**config.mk**
```make
export PLATFORM = sky130hd
export DESIGN_NAME = ebc_bus_control
export DESIGN_NICKNAME = d
export VERILOG_FILES = /design/src/ebc_bus_control.v
export VERILOG_INCLUDE_DIRS = /design/src
export SDC_FILE = /design/constraint.sdc
export NUM_CORES = 1
export LEC_CHECK = 0
export ABC_AREA = 1
export BUFFER_PORTS_ARGS = -buffer_cell sky130_fd_sc_hd__buf_2
export CAP_MARGIN = 20
export CORE_ASPECT_RATIO = 0.8
export CORE_MARGIN = 2
export CORE_UTILIZATION = 30
export CTS_CLUSTER_DIAMETER = 200
export DETAILED_ROUTE_END_ITERATION = 16
export GPL_TIMING_DRIVEN = 0
export PLACE_DENSITY = 0.59
export RECOVER_POWER = 25
export SLEW_MARGIN = 5
export SYNTH_ARGS = -nofsm -noshare
export SYNTH_HDL_FRONTEND = slang
export SYNTH_SLANG_ARGS = --single-unit
```
**constraint.sdc**
```tcl
create_clock -name i_clock -period 8.4 [get_ports i_clock]
set_clock_uncertainty 0.1 [all_clocks]
set_input_delay 0.42 -clock i_clock [delete_from_list [all_inputs] [get_ports i_clock]]
set_output_delay 0.42 -clock i_clock [all_outputs]
set_load 0.01 [all_outputs]
```
**src/ebc_map.vh**
```
`ifndef EBC_MAP_VH
`define EBC_MAP_VH

// Timing: system clock period and bus clock period, in nanoseconds.
`define EBC_SYS_PERIOD_NS   100
`define EBC_BUS_PERIOD_NS   400
// System clocks per bus clock, derived from the two periods.
`define EBC_BUS_DIV         (`EBC_BUS_PERIOD_NS / `EBC_SYS_PERIOD_NS)
`define EBC_PHASE_W         2

// Phase indices inside one bus clock period.
`define EBC_PH_FALL         2'h1
`define EBC_PH_RISE         2'h3
`define EBC_PH_HIGH_LAST    2'h1

// Bus state encodings.
`define EBC_ST_IDLE         3'h0
`define EBC_ST_ADDR         3'h1
`define EBC_ST_DATA         3'h2
`define EBC_ST_WAIT         3'h3
`define EBC_ST_END          3'h4
`define EBC_ST_HOLD         3'h5

// Widths of the bus.
`define EBC_AD_W            16
`define EBC_CS_W            4
`define EBC_BLK_W           2

// Reset values of pins while idle.
`define EBC_CS_IDLE         4'hF
`define EBC_AD_FLOAT        16'hFFFF
`define EBC_AD_ZERO         16'h0000

`endif

```
**src/ebc_bus_control.v**
```verilog
`timescale 1ns/1ns
`default_nettype none
`include "ebc_map.vh"

// Contract
// [RL1] Hold request floats buses after current cycle.
// [RL2] Acknowledge after release; buses float meanwhile.
// [RL3] Hold request is asynchronous; synchronise first.
// [RL4] Wait sampled at bus clock fall; extends.
// [RL5] Wait ignored unless wait function enabled.
// [RL6] Four chip selects, one per block.
// [RL7] Chip selects deasserted while bus idle.
// [RL8] Low byte write strobe for low byte.
// [RL9] High byte write strobe for high byte.
// [RL10] One read strobe for read cycles.
// [RL11] Latch strobe low address phase, high end.
// [RL12] Latch strobe high when no cycle active.
// [RL13] Sixteen lines carry address then data.
// [RL14] Bus clock driven out on its pin.
// [RL15] Each pin configurable per bit as port.
// [RL16] Async low reset overrides everything.
// [RL17] Reset also leaves standby modes.
// [RL18] Phases address, data, waits, end, idle.
// [RL19] Wait and hold pass two-stage synchronisers.
module ebc_bus_control (
  // Clock and reset.
  input  wire                    i_clock,
  input  wire                    i_nrst,
  // Internal access request side.
  input  wire                    i_req,
  input  wire                    i_write,
  input  wire [`EBC_BLK_W-1:0]   i_block,
  input  wire [`EBC_AD_W-1:0]    i_addr,
  input  wire [`EBC_AD_W-1:0]    i_wdata,
  input  wire [1:0]              i_byte_en,
  output wire                    o_ready,
  output reg                     o_ack,
  output reg  [`EBC_AD_W-1:0]    o_rdata,
  // Mode and standby control.
  input  wire                    i_port_cm_function_control,
  input  wire [`EBC_AD_W-1:0]    i_ad_control_mode,
  input  wire [`EBC_AD_W-1:0]    i_port_dir_out,
  input  wire [`EBC_AD_W-1:0]    i_port_out_data,
  output reg  [`EBC_AD_W-1:0]    o_port_in_data,
  input  wire                    i_standby_enter,
  output reg                     o_standby,
  // External pins.
  input  wire                    i_bus_hold_request,
  input  wire                    i_wait,
  output reg                     o_bus_hold_acknowledge,
  output reg                     o_bus_clock_output,
  input  wire [`EBC_AD_W-1:0]    i_muxed_addr_data_bus,
  output reg  [`EBC_AD_W-1:0]    o_muxed_addr_data_bus,
  output reg  [`EBC_AD_W-1:0]    o_muxed_addr_data_bus_oe_n,
  output reg  [`EBC_CS_W-1:0]    o_block_chip_select_n,
  output reg                     o_read_strobe_n,
  output reg                     o_low_byte_write_strobe_n,
  output reg                     o_high_byte_write_strobe_n,
  output reg                     o_address_latch_strobe,
  output wire                    o_control_bus_oe_n
);

  // Reset release synchroniser; assertion stays asynchronous.
  reg                   rst_meta;
  reg                   rst_n;
  // Pin synchronisers.
  reg                   hold_meta;
  reg                   hold_sync;
  reg                   wait_meta;
  reg                   wait_sync;
  reg [`EBC_AD_W-1:0]   ad_meta;
  reg [`EBC_AD_W-1:0]   ad_sync;
  // Bus clock divider.
  reg [`EBC_PHASE_W-1:0] phase;
  wire                  rise_en;
  wire                  fall_en;
  // Bus state machine.
  reg [2:0]             state;
  reg [2:0]             next_state;
  reg                   wait_hit;
  reg                   cyc_write;
  reg [`EBC_BLK_W-1:0]  cyc_block;
  reg [`EBC_AD_W-1:0]   cyc_addr;
  reg [`EBC_AD_W-1:0]   cyc_wdata;
  reg [1:0]             cyc_be;
  wire                  take;
  wire                  floated;
  reg [`EBC_AD_W-1:0]   bus_ad;
  reg                   bus_ad_drive;

  // Reset is taken at once and released over two edges.
  always @(posedge i_clock or negedge i_nrst) begin
    if (!i_nrst) begin
      rst_meta <= 1'b0;
      rst_n    <= 1'b0; // RL16
    end else begin
      rst_meta <= 1'b1;
      rst_n    <= rst_meta;
    end
  end

  // Hold, wait and the bus input lines arrive with no relation to our clock.
  always @(posedge i_clock or negedge rst_n) begin
    if (!rst_n) begin
      hold_meta <= 1'b0;
      hold_sync <= 1'b0;
      wait_meta <= 1'b0;
      wait_sync <= 1'b0;
      ad_meta   <= `EBC_AD_ZERO;
      ad_sync   <= `EBC_AD_ZERO;
    end else begin
      hold_meta <= i_bus_hold_request; // RL3
      hold_sync <= hold_meta;          // RL19
      wait_meta <= i_wait;
      wait_sync <= wait_meta;          // RL19
      ad_meta   <= i_muxed_addr_data_bus;
      ad_sync   <= ad_meta;
    end
  end

  // Divider making the bus clock; each state lasts a whole number of bus clocks.
  always @(posedge i_clock or negedge rst_n) begin
    if (!rst_n) begin
      phase <= 2'h0;
    end else begin
      phase <= phase + 2'h1;
    end
  end

  assign rise_en = (phase == `EBC_PH_RISE);
  assign fall_en = (phase == `EBC_PH_FALL);

  // The bus clock pin is high for the first half period, registered.
  // It resets high because phase 0 is a high phase: a low reset value would
  // give a one-cycle high pulse as the divider starts.
  always @(posedge i_clock or negedge rst_n) begin
    if (!rst_n) begin
      o_bus_clock_output <= 1'b1;
    end else begin
      o_bus_clock_output <= (phase == `EBC_PH_RISE) || (phase == 2'h0); // RL14
    end
  end

  // Standby holds off accesses; only a reset brings the device out of it.
  always @(posedge i_clock or negedge rst_n) begin
    if (!rst_n) begin
      o_standby <= 1'b0; // RL17
    end else if (i_standby_enter && state == `EBC_ST_IDLE) begin
      o_standby <= 1'b1;
    end
  end

  // A new access is taken only at a bus clock boundary while idle.
  assign o_ready = (state == `EBC_ST_IDLE) && !hold_sync && !o_standby && rst_n;
  assign take    = o_ready && i_req && rise_en;

  // Next state; hold is only honoured from idle, so a running cycle completes.
  always @* begin
    next_state = state;
    case (state)
      `EBC_ST_IDLE: begin
        if (hold_sync) begin
          next_state = `EBC_ST_HOLD; // RL1
        end else if (take) begin
          next_state = `EBC_ST_ADDR; // RL18
        end
      end
      `EBC_ST_ADDR: begin
        next_state = `EBC_ST_DATA; // RL18
      end
      `EBC_ST_DATA, `EBC_ST_WAIT: begin
        if (wait_hit) begin
          next_state = `EBC_ST_WAIT; // RL4
        end else begin
          next_state = `EBC_ST_END;
        end
      end
      `EBC_ST_END: begin
        next_state = `EBC_ST_IDLE; // RL18
      end
      `EBC_ST_HOLD: begin
        if (!hold_sync && !o_bus_hold_acknowledge) begin
          next_state = `EBC_ST_IDLE;
        end
      end
      default: begin
        next_state = `EBC_ST_IDLE;
      end
    endcase
  end

  // States move on rising bus clock edges only.
  always @(posedge i_clock or negedge rst_n) begin
    if (!rst_n) begin
      state <= `EBC_ST_IDLE;
    end else if (rise_en) begin
      state <= next_state;
    end
  end

  // Wait is looked at on the falling edge of data and wait states only.
  always @(posedge i_clock or negedge rst_n) begin
    if (!rst_n) begin
      wait_hit <= 1'b0;
    end else if (fall_en) begin
      if ((state == `EBC_ST_DATA) || (state == `EBC_ST_WAIT)) begin
        wait_hit <= wait_sync && i_port_cm_function_control; // RL4 RL5
      end else begin
        wait_hit <= 1'b0;
      end
    end
  end

  // Access fields are frozen for the whole cycle.
  always @(posedge i_clock or negedge rst_n) begin
    if (!rst_n) begin
      cyc_write <= 1'b0;
      cyc_block <= 2'h0;
      cyc_addr  <= `EBC_AD_ZERO;
      cyc_wdata <= `EBC_AD_ZERO;
      cyc_be    <= 2'h0;
    end else if (take) begin
      cyc_write <= i_write;
      cyc_block <= i_block;
      cyc_addr  <= i_addr;
      cyc_wdata <= i_wdata;
      cyc_be    <= i_byte_en;
    end
  end

  // Read data is captured as the end phase closes, with the answer pulse.
  always @(posedge i_clock or negedge rst_n) begin
    if (!rst_n) begin
      o_ack   <= 1'b0;
      o_rdata <= `EBC_AD_ZERO;
    end else begin
      o_ack <= rise_en && (state == `EBC_ST_END);
      if (rise_en && state == `EBC_ST_END && !cyc_write) begin
        o_rdata <= ad_sync;
      end
    end
  end

  // Acknowledge rises one bus clock after the buses float, and falls
  // one bus clock before they are driven again.
  always @(posedge i_clock or negedge rst_n) begin
    if (!rst_n) begin
      o_bus_hold_acknowledge <= 1'b0;
    end else if (rise_en) begin
      o_bus_hold_acknowledge <= (state == `EBC_ST_HOLD) && hold_sync; // RL2
    end
  end

  assign floated = (state == `EBC_ST_HOLD);

  // Control pins stop driving for the whole hold.
  assign o_control_bus_oe_n = floated; // RL2

  // Chip select follows the addressed block from address to end phase.
  always @(posedge i_clock or negedge rst_n) begin
    if (!rst_n) begin
      o_block_chip_select_n <= `EBC_CS_IDLE;
    end else begin
      case (next_state == state ? state : (rise_en ? next_state : state))
        `EBC_ST_ADDR, `EBC_ST_DATA, `EBC_ST_WAIT, `EBC_ST_END: begin
          o_block_chip_select_n <= ~(4'h1 << cyc_block_next(take, i_block, cyc_block)); // RL6
        end
        default: begin
          o_block_chip_select_n <= `EBC_CS_IDLE; // RL7
        end
      endcase
    end
  end

  // The block taken this very edge is not yet in cyc_block.
  function [`EBC_BLK_W-1:0] cyc_block_next;
    input                  tk;
    input [`EBC_BLK_W-1:0] nb;
    input [`EBC_BLK_W-1:0] ob;
    begin
      cyc_block_next = tk ? nb : ob;
    end
  endfunction

  // Latch strobe falls mid address phase and rises mid end phase.
  always @(posedge i_clock or negedge rst_n) begin
    if (!rst_n) begin
      o_address_latch_strobe <= 1'b1;
    end else if (fall_en) begin
      if (state == `EBC_ST_ADDR) begin
        o_address_latch_strobe <= 1'b0; // RL11
      end else if (state == `EBC_ST_END || state == `EBC_ST_IDLE || floated) begin
        o_address_latch_strobe <= 1'b1; // RL11 RL12
      end
    end
  end

  // Strobes are active from the start of data to the start of end phase,
  // so data is stable on the lines at their rising edge; the address stays on them one clock past the fall.
  always @(posedge i_clock or negedge rst_n) begin
    if (!rst_n) begin
      o_read_strobe_n            <= 1'b1;
      o_low_byte_write_strobe_n  <= 1'b1;
      o_high_byte_write_strobe_n <= 1'b1;
    end else if (rise_en) begin
      if (next_state == `EBC_ST_DATA || next_state == `EBC_ST_WAIT) begin
        o_read_strobe_n            <= cyc_write;                   // RL10
        o_low_byte_write_strobe_n  <= !(cyc_write && cyc_be[0]);   // RL8
        o_high_byte_write_strobe_n <= !(cyc_write && cyc_be[1]);   // RL9
      end else begin
        o_read_strobe_n            <= 1'b1;
        o_low_byte_write_strobe_n  <= 1'b1;
        o_high_byte_write_strobe_n <= 1'b1;
      end
    end
  end

  // What the bus function wants on the shared lines in each phase.
  always @* begin
    bus_ad       = `EBC_AD_ZERO;
    bus_ad_drive = 1'b0;
    case (state)
      `EBC_ST_ADDR: begin
        bus_ad       = cyc_addr; // RL13
        bus_ad_drive = 1'b1;
      end
      `EBC_ST_DATA, `EBC_ST_WAIT, `EBC_ST_END: begin
        bus_ad       = cyc_wdata; // RL13
        bus_ad_drive = cyc_write;
      end
      default: begin
        bus_ad       = `EBC_AD_ZERO;
        bus_ad_drive = 1'b0;
      end
    endcase
  end

  // Each line is a bus line or a plain port line, chosen bit by bit.
  // A port line keeps its direction even during hold, since hold only
  // concerns the bus function.
  always @(posedge i_clock or negedge rst_n) begin
    if (!rst_n) begin
      o_muxed_addr_data_bus      <= `EBC_AD_ZERO;
      o_muxed_addr_data_bus_oe_n <= `EBC_AD_FLOAT;
      o_port_in_data             <= `EBC_AD_ZERO;
    end else begin
      o_muxed_addr_data_bus <= (i_ad_control_mode & bus_ad) |
                               (~i_ad_control_mode & i_port_out_data); // RL15
      o_muxed_addr_data_bus_oe_n <= (i_ad_control_mode & {`EBC_AD_W{~bus_ad_drive | floated}}) |
                                    (~i_ad_control_mode & ~i_port_dir_out); // RL15 RL1
      o_port_in_data <= ad_sync;
    end
  end

endmodule

`default_nettype wire

```
==> out/results.ini <==
[status]
status=finished, violations left
failed_checks=capacitance limit, slew limit

[critical_path]
crit_path_cell_trace=clkbuf_1
worstSetupEndpointType=async pin
slowest_delay_ns=2.64
critPathTopFamily=buffers and inverters
rr_endpoint=o_port_in_data[1]$_DFF_PN0_
reg2reg_setup_slack_ns=4.02
cp_max_fo=72
critPathSlowestCell=clkbuf_1
reg2regPathDepth=1
critPathBufInv=1
worstSetupStartpointType=flip-flop
reg2reg_from=rst_n$_DFF_PN0_
path_class=flip-flop to async pin
cp_data_arrival_time_ns=3.98
worstPathRequired_ns=8.00

[yosys]
synth_top_area_share_pct=59.3
synth_xor_area_share_pct=0
syn-num-nets=518
netlist_area_um2=5570
synth-seq-cells=157
synth_top_area_cell=dfrtp_1
yosys_warnings=0
synth_seq_area_share_pct=71.1
synthSimpleGateAreaFrac_pct=10.3
synth-compound-area-share_pct=4.38
synthMuxAreaShare_pct=11.0
synth_cells=408
synth_fa_ha_area_share_pct=0.450
netlist_top_cells_area=dfrtp_1, dfstp_2, mux2_2
synth_top_family_by_area=multiplexers
synth.distinct_cells=32
synth_area_per_cell_um2=13.6

[grt]
antenna_found_initial=1
grt_pass1_vias=3994
grt_max_degree=73
gr-total-overflow=0
grt_use_total_pct=14.2
grt_pass1_wl_um=21000

[timing]
holdWs_ns=0.0311
timing.slew.headroom_pct=-145
post-route-min-period_ns=4.38
drv_slew=73
tns_ns=0
setup-violations-final=0
period_share_pct=52.2
fmax_mhz=228
hold_violations=0
max_slew.worst_pin.slew_ns=3.68
rsz0062_at_grt=false

[floorplan]
die_area_um2=19700
core.rowCount=44
io_pins=186
core_um2=18200
initial_core_util_pct=30.6
die_x_um=156
die_h_um=126

[routing]
drc=0
wl_per_cell_um=15.3
via_per_inst=4.40
num_vias=3862
ant_nets=0
drt-pass1-iter-count=4
first_iter_violations=169
wirelength_um=13400

[place]
globalplace.congestion=0.797
place_hpwl_um=9680
io_buffers=185

[power_and_ir_drop]
p_seq_share_pct=44.1
power_mw=1.98
ir_worst_vdd_mv=0.150
comb_power_share_pct=17.5
p_leak_nw=3.85
power_switching_uw=594
swShare_pct=30.0
clockPowerShare_pct=38.4
pwr_density_cell_nw_per_um2=261
p_int_mw=1.39

[clock_network]
cts_tree=done
cts.clk_slew.worst_paths_ns=0.07
clockBufferDepth=2
cts_buffers=17
cts.repair.resized=0
cts.sinks=157
htreeDepth=4
postCtsHoldBufs=19
insertion_delay_ns=0.42
root_buffer=clkbuf_16
post_cts_buffers=0

[hold_path]
worstHoldPathType=input pin to flip-flop
hold_path.startpoint=i_port_dir_out[13]
min_to=o_muxed_addr_data_bus_oe_n[13]$_DFF_PN1_
hold_depth=2

[final_layout]
final_nets=743
final_layout_size_suffix_gt1_share_pct=49.8
area_delta_synth_final_pct=36.2
post-route-util_pct=41.7

[run]
drv_cap=1

## cells in the mapped netlist
cell / n
ha_1: 2
o21ai_1: 2
o21ai_2: 3
a31oi_1: 18
inv_1: 15
nor2_2: 1
buf_6: 2
a21oi_2: 1
nand2_2: 5
buf_1: 1
a21oi_1: 2
inv_2: 5
buf_4: 1
and2_1: 2
dfrtp_1: 132
o22ai_1: 1
dfstp_2: 25
nand2_4: 1
buf_2: 6
nand2_1: 45
clkinv_1: 1
clkbuf_1: 2
nor2_4: 2
mux2_2: 41
nand3_1: 37
nand4_1: 1
nor3_4: 1
nor2_1: 27
conb_1: 1
mux2_4: 10
o21ai_0: 14
nand3_2: 1
## cell usage in the layout, fill, tap and decap left out, drive strengths merged
| cell | n |
|---|---|
| a21oi | 3 |
| a31oi | 18 |
| and2 | 2 |
| buf | 195 |
| bufinv | 1 |
| clkbuf | 22 |
| clkinv | 5 |
| conb | 1 |
| dfrtp | 132 |
| dfstp | 25 |
| diode | 1 |
| dlygate4sd3 | 19 |
| ha | 2 |
| inv | 29 |
| mux2 | 51 |
| nand2 | 51 |
| nand3 | 38 |
| nand4 | 1 |
| nor2 | 30 |
| nor3 | 1 |
| o21ai | 19 |
| o22ai | 1 |
## worst max-delay path by stage
stage | startpoint | end | cells after the start
6_report | rst_n$_DFF_PN0_ | o_port_in_data[1]$_DFF_PN0_ | 1
5_1_grt | rst_n$_DFF_PN0_ | o_port_in_data[2]$_DFF_PN0_ | 1
4_1_cts | rst_n$_DFF_PN0_ | o_ready | 5
3_5_place_dp | rst_n$_DFF_PN0_ | cyc_wdata[4]$_DFFE_PN0P_ | 6
3_3_place_gp | rst_n$_DFF_PN0_ | o_rdata[4]$_DFFE_PN0P_ | 0
2_1_floorplan | rst_n$_DFF_PN0_ | cyc_addr[0]$_DFFE_PN0P_ | 5
## registers in the layout (all words and copies together) (netlist names), 2 cells and up
register and flops:
cyc_addr 16, o_muxed_addr_data_bus 16, cyc_wdata 16, phase 2, o_block_chip_select_n 4, state 3, o_muxed_addr_data_bus_oe_n 16, cyc_block 2
o_port_in_data 16, o_rdata 16, ad_meta 16, ad_sync 16, cyc_be 2
## metrics by stage
stage	cell area (µm²)	std cells	setup WS, ns
finish	7580	877	4.02
detailed placement	6840	825	6.10
floorplan	5570	408	3.57
global placement	6780	823	2.03
global route	7580	877	2.98
CTS	7610	876	5.86
## power by group through the flow
stage	Clock [mW]	Sequential [mW]	Combinational, mW
after detailed placement	0	0.889	0.354
after global routing	0.818	0.884	0.390
after CTS	0.781	0.876	0.362
after floorplan	0	0.922	0.159
after global placement	0	0.898	0.330
final	0.761	0.875	0.348
## layout make-up
type                            count  area, µm²
Inverter                           21       78.8
Clock buffer                       18        439
Timing Repair Buffer              206       1150
Tap cell                          230        288
Clock inverter                     14        141
Buffer                             12       71.3
Fill cell                        1719      10600
Sequential cell                   157       3960
Antenna cell                        1       2.50
Multi-Input combinational cell    218       1460
## kinds of logic after synthesis
logic type	after synthesis
DFF	157
buffers and inverters	33
and+or+nand+nor	123
adders and majority gates	2
AOI/OAI and AO/OA	41
muxes	51
other	1
## layer usage
| metal | track usage, % | up-vias | part of all wire (%) |
|---|---|---|---|
| met5 | 0 | - | 0 |
| met4 | 5.88 | 0 | 1.5 |
| met3 | 4.78 | 12 | 6.9 |
| met2 | 21.9 | 144 | 46 |
| met1 | 18.4 | 1874 | 45 |
| li1 | - | 1832 | - |
Note: power is estimated with default switching activity, not from simulation.
